$ cat config.mk
export PLATFORM = sky130hd
export DESIGN_NAME = osc_ctrl
export DESIGN_NICKNAME = d
export VERILOG_FILES = /design/src/hw/osc_ctrl.v /design/src/hw/osc_warmup.v
export VERILOG_INCLUDE_DIRS = /design/src /design/src/shared
export SDC_FILE = /design/constraint.sdc
export NUM_CORES = 1
export LEC_CHECK = 0
export BUFFER_PORTS_ARGS = -buffer_cell sky130_fd_sc_hd__clkbuf_2
export CAP_MARGIN = 20
export CORE_ASPECT_RATIO = 0.6
export CORE_MARGIN = 5
export CORE_UTILIZATION = 54
export CTS_BUF_LIST = sky130_fd_sc_hd__clkbuf_4
export DETAILED_ROUTE_END_ITERATION = 16
export PLACE_DENSITY = 0.95
export RECOVER_POWER = 100
export SETUP_SLACK_MARGIN = 0.5
export SLEW_MARGIN = 30
export SYNTH_ARGS = -nofsm -noshare
export SYNTH_HDL_FRONTEND = slang
export SYNTH_SLANG_ARGS = --single-unit
$ cat constraint.sdc
create_clock -name ref_clk -period 3.7 [get_ports ref_clk]
set_input_delay 0.74 -clock ref_clk [delete_from_list [all_inputs] [get_ports ref_clk]]
set_output_delay 0.74 -clock ref_clk [all_outputs]
set_load 0.01 [all_outputs]
$ cat src/shared/osc_ctrl_defs.vh
// Constants for the RC and crystal oscillator control block.
// Assumes a 32-bit AXI4-Lite register bus; each register sits in the low byte of its own word.
`ifndef OSC_CTRL_DEFS_VH
`define OSC_CTRL_DEFS_VH

// Register byte addresses.
`define CLOCK_SOURCE_CONTROL_REG_ADDR 4'h0
`define RC_TRIM_RANGE_COARSE_REG_ADDR 4'h4
`define RC_TRIM_FINE_REG_ADDR         4'h8
`define OSC_STATUS_REG_ADDR           4'hc

// Clock source control register fields.
`define RC_OSC_ON_BIT            0
`define CRYSTAL_OSC_ON_BIT       1
`define CRYSTAL_WARMING_FLAG_BIT 3
`define RC_BIAS_KEEP_BIT         4

// Trim register fields.
`define RC_RANGE_SELECT_BIT 4
`define RC_COARSE_TRIM_MSB  3
`define RC_FINE_TRIM_MSB    5

// Status register fields.
`define STAT_RC_RUN_BIT      0
`define STAT_CRYSTAL_RUN_BIT 1
`define STAT_SLEEP_BIT       2
`define STAT_RC_FORCED_BIT   3

// Reset values.
`define RC_OSC_ON_RST       1'h1
`define CRYSTAL_OSC_ON_RST  1'h0
`define RC_BIAS_KEEP_RST    1'h1
`define RC_RANGE_SELECT_RST 1'h0
`define RC_COARSE_TRIM_RST  4'h1
`define RC_FINE_TRIM_RST    6'h00

// Analog figures that the trim outputs steer.
`define RC_LOW_RANGE_MIN_HZ  50000
`define RC_RANGE_SPLIT_HZ    500000
`define RC_HIGH_RANGE_MAX_HZ 5000000
`define RC_RANGE_FACTOR      10
`define CRYSTAL_NOMINAL_HZ   32768

// Crystal warm-up length in crystal cycles.
`define CRYSTAL_WARMUP_CYCLES 32768
`define WARMUP_CNT_W          16

// AXI responses.
`define AXI_RESP_OKAY   2'h0
`define AXI_RESP_SLVERR 2'h2

`endif

$ cat src/hw/osc_ctrl.v
// RC and crystal oscillator control with an AXI4-Lite register slave.
// Assumes rc_clk_in and xtal_clk_in are sampled levels synchronous to ref_clk, and that
// the analog oscillators obey the run, bias and trim outputs.
`timescale 1ns/1ns
`include "osc_ctrl_defs.vh"

// Contract
// - Power-on, reset pin and sleep exit turn RC on and select it.
// - The RC enable bit gates the oscillator and its clock output.
// - Clearing the RC enable bit stops the RC oscillator.
// - Sleep disables the RC oscillator regardless of its enable bit.
// - Bias-keep holds RC bias on while the oscillator is disabled or asleep; cold reset turns the bias off.
// - Range bit picks the low or high RC frequency range.
// - Setting the range bit multiplies RC frequency by ten.
// - Coarse trim scales RC frequency by field value plus one.
// - Each fine trim step raises RC frequency about 1.4 percent.
// - The crystal oscillator runs from a 32768 Hz crystal.
// - The first 32768 crystal cycles never reach the clock output.
// - Reset, reset pin and sleep clear crystal enable and set warming flag.
// - Warming flag clears after 32768 crystal cycles once started.
// - Clearing the crystal enable bit stops the crystal oscillator.
// - Entering sleep stops the crystal oscillator.
// - Bias-keep resets to one on cold reset.
// - Coarse trim is four bits resetting to one; fine trim six bits resetting to zero.
// - Warming flag is read-only and set for 32768 crystal cycles after enable.
module osc_ctrl #(
   parameter WARMUP_CYCLES = `CRYSTAL_WARMUP_CYCLES
) (
   input  wire        ref_clk,
   input  wire        rst_n,
   input  wire        external_reset_pin_n,
   input  wire        sleep_mode,
   input  wire        rc_clk_in,
   input  wire        xtal_clk_in,
   // AXI4-Lite slave.
   input  wire [31:0] s_axi_awaddr,
   input  wire        s_axi_awvalid,
   output wire        s_axi_awready,
   input  wire [31:0] s_axi_wdata,
   input  wire [3:0]  s_axi_wstrb,
   input  wire        s_axi_wvalid,
   output wire        s_axi_wready,
   output wire [1:0]  s_axi_bresp,
   output wire        s_axi_bvalid,
   input  wire        s_axi_bready,
   input  wire [31:0] s_axi_araddr,
   input  wire        s_axi_arvalid,
   output wire        s_axi_arready,
   output wire [31:0] s_axi_rdata,
   output wire [1:0]  s_axi_rresp,
   output wire        s_axi_rvalid,
   input  wire        s_axi_rready,
   // Oscillator controls and gated clocks.
   output wire        rc_osc_run,
   output wire        rc_bias_on,
   output wire        rc_range_select,
   output wire [3:0]  rc_coarse_trim,
   output wire [5:0]  rc_fine_trim,
   output wire        crystal_osc_run,
   output wire        crystal_warming_flag,
   output wire        rc_clk_gated,
   output wire        xtal_clk_gated,
   output wire        rc_forced_select
);

   // Gate for an oscillator clock: the gate may only move while the clock is low, so outside
   // sleep and cold reset, which clear it at once, the gated output never sees a shortened high phase.
   function gate_next;
      input cur_gate;
      input want_gate;
      input clk_level;
      begin
         gate_next = clk_level ? cur_gate : want_gate;
      end
   endfunction

   // A register is hit when the whole byte address equals its offset; aliases are refused.
   function addr_hit;
      input [31:0] addr;
      input [3:0]  reg_addr;
      begin
         addr_hit = (addr[31:4] == 28'h0000000) && (addr[3:0] == reg_addr);
      end
   endfunction

   function addr_mapped;
      input [31:0] addr;
      begin
         addr_mapped = addr_hit(addr, `CLOCK_SOURCE_CONTROL_REG_ADDR) ||
                       addr_hit(addr, `RC_TRIM_RANGE_COARSE_REG_ADDR) ||
                       addr_hit(addr, `RC_TRIM_FINE_REG_ADDR) ||
                       addr_hit(addr, `OSC_STATUS_REG_ADDR);
      end
   endfunction

   // Control registers.
   reg        rc_osc_on_ff;
   reg        crystal_osc_on_ff;
   reg        rc_bias_keep_ff;
   reg        rc_range_select_ff;
   reg [3:0]  rc_coarse_trim_ff;
   reg [5:0]  rc_fine_trim_ff;
   reg        rc_forced_ff;

   // Output and gating registers.
   reg        rc_run_ff;
   reg        rc_bias_out_ff;
   reg        crystal_run_ff;
   reg        rc_gate_ff;
   reg        xtal_gate_ff;
   reg        rc_clk_out_ff;
   reg        xtal_clk_out_ff;
   reg        xtal_prev_ff;
   reg        sleep_seen_ff;

   // Bus registers.
   reg        awready_ff;
   reg        wready_ff;
   reg        bvalid_ff;
   reg [1:0]  bresp_ff;
   reg        aw_held_ff;
   reg        w_held_ff;
   reg [31:0] awaddr_ff;
   reg [31:0] wdata_ff;
   reg [3:0]  wstrb_ff;
   reg        arready_ff;
   reg        rvalid_ff;
   reg [31:0] rdata_ff;
   reg [1:0]  rresp_ff;

   wire       cold_reset;
   wire       sleep_reset;
   wire       sleep_exit;
   wire       wr_fire;
   wire       wr_lane0;
   wire       xtal_edge;
   wire       warming;
   wire       rc_want;
   wire       xtal_want;
   reg [31:0] nxt_rdata;

   // The reset pin acts as a cold reset alongside power-on; sleep also holds the
   // sleep-domain bits at their reset values for as long as it lasts.
   assign cold_reset  = !rst_n || !external_reset_pin_n;
   assign sleep_reset = cold_reset || sleep_mode;
   assign sleep_exit  = sleep_seen_ff && !sleep_mode;

   assign wr_fire  = aw_held_ff && w_held_ff && !bvalid_ff;
   assign wr_lane0 = wr_fire && wstrb_ff[0] && !sleep_reset;
   assign xtal_edge = xtal_clk_in && !xtal_prev_ff;

   // Sleep-domain bits: clock source enables.
   always @(posedge ref_clk) begin
      if (sleep_reset) begin
         rc_osc_on_ff      <= `RC_OSC_ON_RST;
         crystal_osc_on_ff <= `CRYSTAL_OSC_ON_RST;
      end else if (wr_lane0 && addr_hit(awaddr_ff, `CLOCK_SOURCE_CONTROL_REG_ADDR)) begin
         rc_osc_on_ff      <= wdata_ff[`RC_OSC_ON_BIT];
         crystal_osc_on_ff <= wdata_ff[`CRYSTAL_OSC_ON_BIT];
      end
   end

   // Cold-domain bits: bias and trims survive sleep.
   always @(posedge ref_clk) begin
      if (cold_reset) begin
         rc_bias_keep_ff    <= `RC_BIAS_KEEP_RST;
         rc_range_select_ff <= `RC_RANGE_SELECT_RST;
         rc_coarse_trim_ff  <= `RC_COARSE_TRIM_RST;
         rc_fine_trim_ff    <= `RC_FINE_TRIM_RST;
      end else if (wr_lane0) begin
         if (addr_hit(awaddr_ff, `CLOCK_SOURCE_CONTROL_REG_ADDR)) begin
            rc_bias_keep_ff <= wdata_ff[`RC_BIAS_KEEP_BIT];
         end
         if (addr_hit(awaddr_ff, `RC_TRIM_RANGE_COARSE_REG_ADDR)) begin
            rc_range_select_ff <= wdata_ff[`RC_RANGE_SELECT_BIT];
            rc_coarse_trim_ff  <= wdata_ff[`RC_COARSE_TRIM_MSB:0];
         end
         if (addr_hit(awaddr_ff, `RC_TRIM_FINE_REG_ADDR)) begin
            rc_fine_trim_ff <= wdata_ff[`RC_FINE_TRIM_MSB:0];
         end
      end
   end

   // RC stays the CPU source after reset or sleep exit until software next writes the
   // clock source control register.
   always @(posedge ref_clk) begin
      if (!rst_n) begin
         sleep_seen_ff <= 1'b0;
         rc_forced_ff  <= 1'b1;
      end else begin
         sleep_seen_ff <= sleep_mode;
         if (cold_reset || sleep_mode || sleep_exit) begin
            rc_forced_ff <= 1'b1;
         end else if (wr_lane0 && addr_hit(awaddr_ff, `CLOCK_SOURCE_CONTROL_REG_ADDR)) begin
            rc_forced_ff <= 1'b0;
         end
      end
   end

   osc_warmup #(
      .WARMUP_CYCLES (WARMUP_CYCLES)
   ) u_warmup (
      .ref_clk   (ref_clk),
      .hold      (sleep_reset),
      .run       (crystal_osc_on_ff),
      .xtal_edge (xtal_edge),
      .warming   (warming)
   );

   // The crystal clock passes only after warm-up, hiding its unsettled first cycles.
   assign rc_want   = rc_osc_on_ff && !sleep_mode;
   assign xtal_want = crystal_osc_on_ff && !sleep_mode && !warming;

   always @(posedge ref_clk) begin
      if (sleep_reset) begin
         rc_run_ff       <= 1'b0;
         rc_bias_out_ff  <= 1'b0;
         crystal_run_ff  <= 1'b0;
         rc_gate_ff      <= 1'b0;
         xtal_gate_ff    <= 1'b0;
         rc_clk_out_ff   <= 1'b0;
         xtal_clk_out_ff <= 1'b0;
         xtal_prev_ff    <= 1'b0;
      end else begin
         rc_run_ff       <= rc_want;
         rc_bias_out_ff  <= rc_want || rc_bias_keep_ff;
         crystal_run_ff  <= crystal_osc_on_ff;
         rc_gate_ff      <= gate_next(rc_gate_ff, rc_want, rc_clk_in);
         xtal_gate_ff    <= gate_next(xtal_gate_ff, xtal_want, xtal_clk_in);
         rc_clk_out_ff   <= rc_clk_in && gate_next(rc_gate_ff, rc_want, rc_clk_in);
         xtal_clk_out_ff <= xtal_clk_in && gate_next(xtal_gate_ff, xtal_want, xtal_clk_in);
         xtal_prev_ff    <= xtal_clk_in;
      end
   end

   // Bias stays on through sleep only as far as the cold-domain bit allows, and is off during cold reset;
   // the restart then costs a few microseconds rather than tens.
   wire bias_sleep = sleep_mode && rc_bias_keep_ff && !cold_reset;

   // Write channel: address and data are caught in either order, answered when both are in.
   always @(posedge ref_clk) begin
      if (!rst_n) begin
         awready_ff <= 1'b1;
         wready_ff  <= 1'b1;
         aw_held_ff <= 1'b0;
         w_held_ff  <= 1'b0;
         bvalid_ff  <= 1'b0;
         bresp_ff   <= `AXI_RESP_OKAY;
         awaddr_ff  <= 32'h00000000;
         wdata_ff   <= 32'h00000000;
         wstrb_ff   <= 4'h0;
      end else begin
         if (awready_ff && s_axi_awvalid) begin
            awready_ff <= 1'b0;
            aw_held_ff <= 1'b1;
            awaddr_ff  <= s_axi_awaddr;
         end
         if (wready_ff && s_axi_wvalid) begin
            wready_ff <= 1'b0;
            w_held_ff <= 1'b1;
            wdata_ff  <= s_axi_wdata;
            wstrb_ff  <= s_axi_wstrb;
         end
         if (wr_fire) begin
            aw_held_ff <= 1'b0;
            w_held_ff  <= 1'b0;
            bvalid_ff  <= 1'b1;
            bresp_ff   <= addr_mapped(awaddr_ff) ? `AXI_RESP_OKAY : `AXI_RESP_SLVERR;
         end
         if (bvalid_ff && s_axi_bready) begin
            bvalid_ff  <= 1'b0;
            awready_ff <= 1'b1;
            wready_ff  <= 1'b1;
         end
      end
   end

   // Read data mux; unused and reserved bits read as zero.
   always @* begin
      nxt_rdata = 32'h00000000;
      if (addr_hit(s_axi_araddr, `CLOCK_SOURCE_CONTROL_REG_ADDR)) begin
         nxt_rdata[`RC_OSC_ON_BIT]            = rc_osc_on_ff;
         nxt_rdata[`CRYSTAL_OSC_ON_BIT]       = crystal_osc_on_ff;
         nxt_rdata[`CRYSTAL_WARMING_FLAG_BIT] = warming;
         nxt_rdata[`RC_BIAS_KEEP_BIT]         = rc_bias_keep_ff;
      end else if (addr_hit(s_axi_araddr, `RC_TRIM_RANGE_COARSE_REG_ADDR)) begin
         nxt_rdata[`RC_RANGE_SELECT_BIT]     = rc_range_select_ff;
         nxt_rdata[`RC_COARSE_TRIM_MSB:0]    = rc_coarse_trim_ff;
      end else if (addr_hit(s_axi_araddr, `RC_TRIM_FINE_REG_ADDR)) begin
         nxt_rdata[`RC_FINE_TRIM_MSB:0] = rc_fine_trim_ff;
      end else if (addr_hit(s_axi_araddr, `OSC_STATUS_REG_ADDR)) begin
         nxt_rdata[`STAT_RC_RUN_BIT]      = rc_run_ff;
         nxt_rdata[`STAT_CRYSTAL_RUN_BIT] = crystal_run_ff;
         nxt_rdata[`STAT_SLEEP_BIT]       = sleep_mode;
         nxt_rdata[`STAT_RC_FORCED_BIT]   = rc_forced_ff;
      end
   end

   always @(posedge ref_clk) begin
      if (!rst_n) begin
         arready_ff <= 1'b1;
         rvalid_ff  <= 1'b0;
         rdata_ff   <= 32'h00000000;
         rresp_ff   <= `AXI_RESP_OKAY;
      end else begin
         if (arready_ff && s_axi_arvalid) begin
            arready_ff <= 1'b0;
            rvalid_ff  <= 1'b1;
            rdata_ff   <= nxt_rdata;
            rresp_ff   <= addr_mapped(s_axi_araddr) ? `AXI_RESP_OKAY : `AXI_RESP_SLVERR;
         end
         if (rvalid_ff && s_axi_rready) begin
            rvalid_ff  <= 1'b0;
            arready_ff <= 1'b1;
         end
      end
   end

   // Trim outputs come straight from their registers; the analog core applies the range
   // factor, the coarse multiplier and the compounding fine step.
   reg rc_bias_pin_ff;
   always @(posedge ref_clk) begin
      if (cold_reset) begin
         rc_bias_pin_ff <= 1'b0;
      end else begin
         rc_bias_pin_ff <= rc_bias_out_ff || bias_sleep;
      end
   end

   reg crystal_warming_out_ff;
   always @(posedge ref_clk) begin
      if (sleep_reset) begin
         crystal_warming_out_ff <= 1'b1;
      end else begin
         crystal_warming_out_ff <= warming;
      end
   end

   assign s_axi_awready = awready_ff;
   assign s_axi_wready  = wready_ff;
   assign s_axi_bvalid  = bvalid_ff;
   assign s_axi_bresp   = bresp_ff;
   assign s_axi_arready = arready_ff;
   assign s_axi_rvalid  = rvalid_ff;
   assign s_axi_rdata   = rdata_ff;
   assign s_axi_rresp   = rresp_ff;

   assign rc_osc_run           = rc_run_ff;
   assign rc_bias_on           = rc_bias_pin_ff;
   assign rc_range_select      = rc_range_select_ff;
   assign rc_coarse_trim       = rc_coarse_trim_ff;
   assign rc_fine_trim         = rc_fine_trim_ff;
   assign crystal_osc_run      = crystal_run_ff;
   assign crystal_warming_flag = crystal_warming_out_ff;
   assign rc_clk_gated         = rc_clk_out_ff;
   assign xtal_clk_gated       = xtal_clk_out_ff;
   assign rc_forced_select     = rc_forced_ff;

endmodule

$ cat src/hw/osc_warmup.v
// Crystal warm-up counter: holds the warming flag while the first crystal cycles run.
// Assumes xtal_edge is a one-cycle pulse per crystal rising edge, already in the ref_clk domain.
`timescale 1ns/1ns
`include "osc_ctrl_defs.vh"

module osc_warmup #(
   parameter WARMUP_CYCLES = `CRYSTAL_WARMUP_CYCLES
) (
   input  wire ref_clk,
   input  wire hold,
   input  wire run,
   input  wire xtal_edge,
   output wire warming
);

   localparam integer             LAST_CYCLE_INT = WARMUP_CYCLES - 1;
   localparam [`WARMUP_CNT_W-1:0] LAST_CYCLE     = LAST_CYCLE_INT[`WARMUP_CNT_W-1:0];

   reg [`WARMUP_CNT_W-1:0] count_ff;
   reg                     warming_ff;

   // A stopped crystal restarts its warm-up from zero, since its phase and amplitude are lost.
   always @(posedge ref_clk) begin
      if (hold || !run) begin
         count_ff   <= {`WARMUP_CNT_W{1'b0}};
         warming_ff <= 1'b1;
      end else if (warming_ff && xtal_edge) begin
         if (count_ff == LAST_CYCLE) begin
            warming_ff <= 1'b0;
         end
         count_ff <= count_ff + 1'b1;
      end
   end

   assign warming = warming_ff;

endmodule

==> results.py <==
metrics = {
    "drt": {
        "antenna_left": 0,
        "drt_iter0_markers": 193,
        "wirelength_mm": 10.1,
        "vias": 3625,
        "via_per_inst": 5.24,
        "drc_errors": 0,
        "first_pass_iters": 5,
        "wl_per_cell_um": 14.6,
    },
    "yosys": {
        "ys.flop_type": "dfxtp_1",
        "synthCells": 482,
        "synth_compound_area_share_pct": 11.3,
        "synth_edf_count": 0,
        "synth-adder-area-share_pct": 0.297,
        "synth_cell_types": 46,
        "synthSimpleGateAreaFrac_pct": 26.0,
        "synth_top_family_by_area": "simple AND/OR/NAND/NOR gates",
        "yosys_warnings": 0,
        "synth_most_common_cell": "nand2_1",
        "ys_ff_latch": 97,
        "synthArstFlopShare_pct": 0,
        "ys_top_cells_by_area": "dfxtp_1 (46%), nand2_1 (9.9%), a21boi_0 (7.3%)",
        "synthXorXnorAreaFrac_pct": 1.67,
        "synth.avg_cell_area_um2": 8.73,
        "synth_largest_area_cell": "dfxtp_1",
        "synth_top_area_share_pct": 46.1,
        "yosysSeqAreaShare_pct": 46.1,
        "syn_area_um2": 4210,
        "muxShareOfSynthArea_pct": 6.39,
        "ys_top_cells_by_count": "nand2_1 (111), dfxtp_1 (97), a21boi_0 (41)",
    },
    "floorplanning": {
        "start_util_pct": 56.7,
        "ioPinCount": 170,
        "die_h_um": 78.4,
        "placementRows": 24,
        "dieArea_um2": 9720,
        "dieWidth_um": 124,
        "core_area_um2": 7420,
    },
    "grt": {
        "met1_usage_pct": 26.9,
        "grt_pass1_vias": 3418,
        "use_met3_pct": 5.75,
        "antenna_found_initial": 0,
        "grt_usage_pct": 20.9,
        "top_usage_layer": "met2",
        "grt_pass1_wl_mm": 16.1,
        "grt_max_degree": 57,
        "use_met2_pct": 33.7,
        "overflow": 0,
    },
    "status": {
        "violations": "max-capacitance violations, max-slew violations",
        "outcome": "complete, but fails checks",
    },
    "final_layout": {
        "nFillCells": 631,
        "diodes": 0,
        "area_growth_pct": 14.1,
        "nets": 696,
        "layout-drive-gt1-share_pct": 18.0,
        "stdcell_area_um2": 4800,
    },
    "clock_tree": {
        "cts_setup_buffers": 0,
        "cts.sinks": 97,
        "post_cts_resized": 0,
        "htreeDepth": 3,
        "clk_latency_ps": 440,
        "cts-hold-fix-buffers": 0,
        "cts_tree": "built",
        "cts_buffer_depth": 2,
        "path_clk_slew_ps": 130,
        "cts_root_buf": "clkbuf_4",
        "cts_inserted_buffers": 9,
    },
    "critical_path": {
        "cp_max_fo": 56,
        "worstPathArrival_ps": 3120,
        "crit_path_start_kind": "primary input",
        "crit_top_cell": "clkbuf_1",
        "cpPeakStageDelay_ps": 1280,
        "cp_num_buf_inv": 2,
        "crit_cells": 5,
        "slowest_stage": "clkbuf_1",
        "reg2reg_depth": 4,
        "cp_cell_sequence": "clkbuf_1 -> clkbuf_1 -> and2_1 -> nand2_1 -> mux2i_1",
        "r2r_slack_ps": 1230,
        "crit_family": "buffers and inverters",
        "end_kind": "register",
        "crit_type": "primary input to register",
        "crit_required_ps": 4070,
    },
    "power_and_ir_drop": {
        "p_leak_uw": 0.00197,
        "switching_power_uw": 453,
        "ir_drop_mv": 0.296,
        "powerDensity_nw_per_um2": 382,
        "p_sw_share_pct": 24.7,
        "clkPwrFrac_pct": 29.8,
        "p_int_uw": 1380,
        "p_comb_share_pct": 10.1,
        "seqPwrFrac_pct": 60.1,
    },
    "timing": {
        "skew_ps": 16.4,
        "post-route-period-util_pct": 74.2,
        "setup_viol": 0,
        "slew_headroom_pct": -17.9,
        "worst_slew_pin_slew_ps": 1770,
        "max_freq_mhz": 364,
        "period_minus_slack_ps": 2740,
        "rsz0062_at_grt": "false",
        "hold_viol": 0,
        "fin_tns_setup_ps": 0,
        "maxSlewViolCount": 57,
    },
    "placed_design": {
        "placed_area_um2": 4720,
        "dpl.hpwl_mm": 7.94,
        "numPortBuffers": 112,
        "gp_congestion": 0.910,
    },
    "flow_run": {
        "maxCapViolCount": 1,
    },
    "worst_hold_path": {
        "hp-class": "register to register",
        "hold_depth": 2,
    },
}
## final timing paths
| kind | startpoint | to |
|---|---|---|
| worst max-delay path | rst_n | rc_fine_trim[3] |
| worst min-delay path | sleep_seen_ff | rc_forced_select |
| worst max register to register | awaddr_ff[0] | rc_forced_select |
| worst min register to register | sleep_seen_ff | rc_forced_select |
## worst register-to-register path: cells and delay by family, from the launching register on
family | cells | cell delay, ps
AND/OR/NAND/NOR | 3 | 1790
flip-flops | 1 | 340
AO/OA/AOI/OAI | 1 | 190
## cell type report
| class | count | area [um2] | area share (%) |
|---|---|---|---|
| Tap cell | 104 | 130 | 2.71 |
| Inverter | 13 | 48.8 | 1.02 |
| Clock inverter | 3 | 42.5 | 0.886 |
| Clock buffer | 12 | 90.1 | 1.88 |
| Sequential cell | 97 | 1940 | 40.4 |
| Timing Repair Buffer | 113 | 523 | 10.9 |
| Multi-Input combinational cell | 350 | 2020 | 42.2 |
## cell usage in the layout, fill, tap and decap left out, types with 13 or more instances in the layout
| master | n |
|---|---|
| nor2_1 | 27 |
| inv_1 | 13 |
| clkbuf_1 | 34 |
| dfxtp_1 | 97 |
| mux2i_1 | 19 |
| nand2_1 | 110 |
| nor4_1 | 13 |
| clkbuf_2 | 79 |
| nand3_1 | 15 |
| conb_1 | 28 |
| a21boi_0 | 41 |
## metrics by stage
| step | util (%) | setup slack, ps | power, uW | hold WS (ps) | cells |
|---|---|---|---|---|---|
| finish | 64.7 | 956 | 1840 | 466 | 692 |
| CTS | 65.4 | 1410 | 1850 | 471 | 692 |
| global placement | 63.6 | 1210 | 1300 | 413 | 677 |
| floorplan | - | 1570 | 1250 | 399 | 509 |
| global route | 64.7 | 666 | 1930 | 488 | 692 |
| detailed placement | 63.6 | 1100 | 1310 | 445 | 677 |
## cells by family after synthesis
kind of cell	count (synthesis)
xor+xnor	8
flops	97
buf+inv	62
mux	23
simple gates	222
other cells	1
fa+ha+maj	1
compound gates	68
## routing by layer
| layer | up-vias | share of wire, % |
|---|---|---|
| li1 | 1786 | - |
| met4 | 0 | 1.8 |
| met3 | 17 | 9.2 |
| met5 | - | 0 |
| met1 | 1654 | 44 |
| met2 | 168 | 45 |
## power groups by stage
stage | clock network, uW | logic, uW | registers [uW]
final | 547 | 186 | 1100
after global routing | 615 | 209 | 1110
after CTS | 561 | 186 | 1100
after detailed placement | 0 | 186 | 1130
after global placement | 0 | 179 | 1120
after floorplan | 0 | 134 | 1120
## flip-flops by register name, summed over array words and instances, names as in the netlist, 4 cells and up, named ones only
signal             cells
rc_fine_trim           6
u_warmup.count_ff     16
awaddr_ff             32
rc_coarse_trim         4
wdata_ff               6
s_axi_rdata            6
Power figures use the tool's default switching activity.
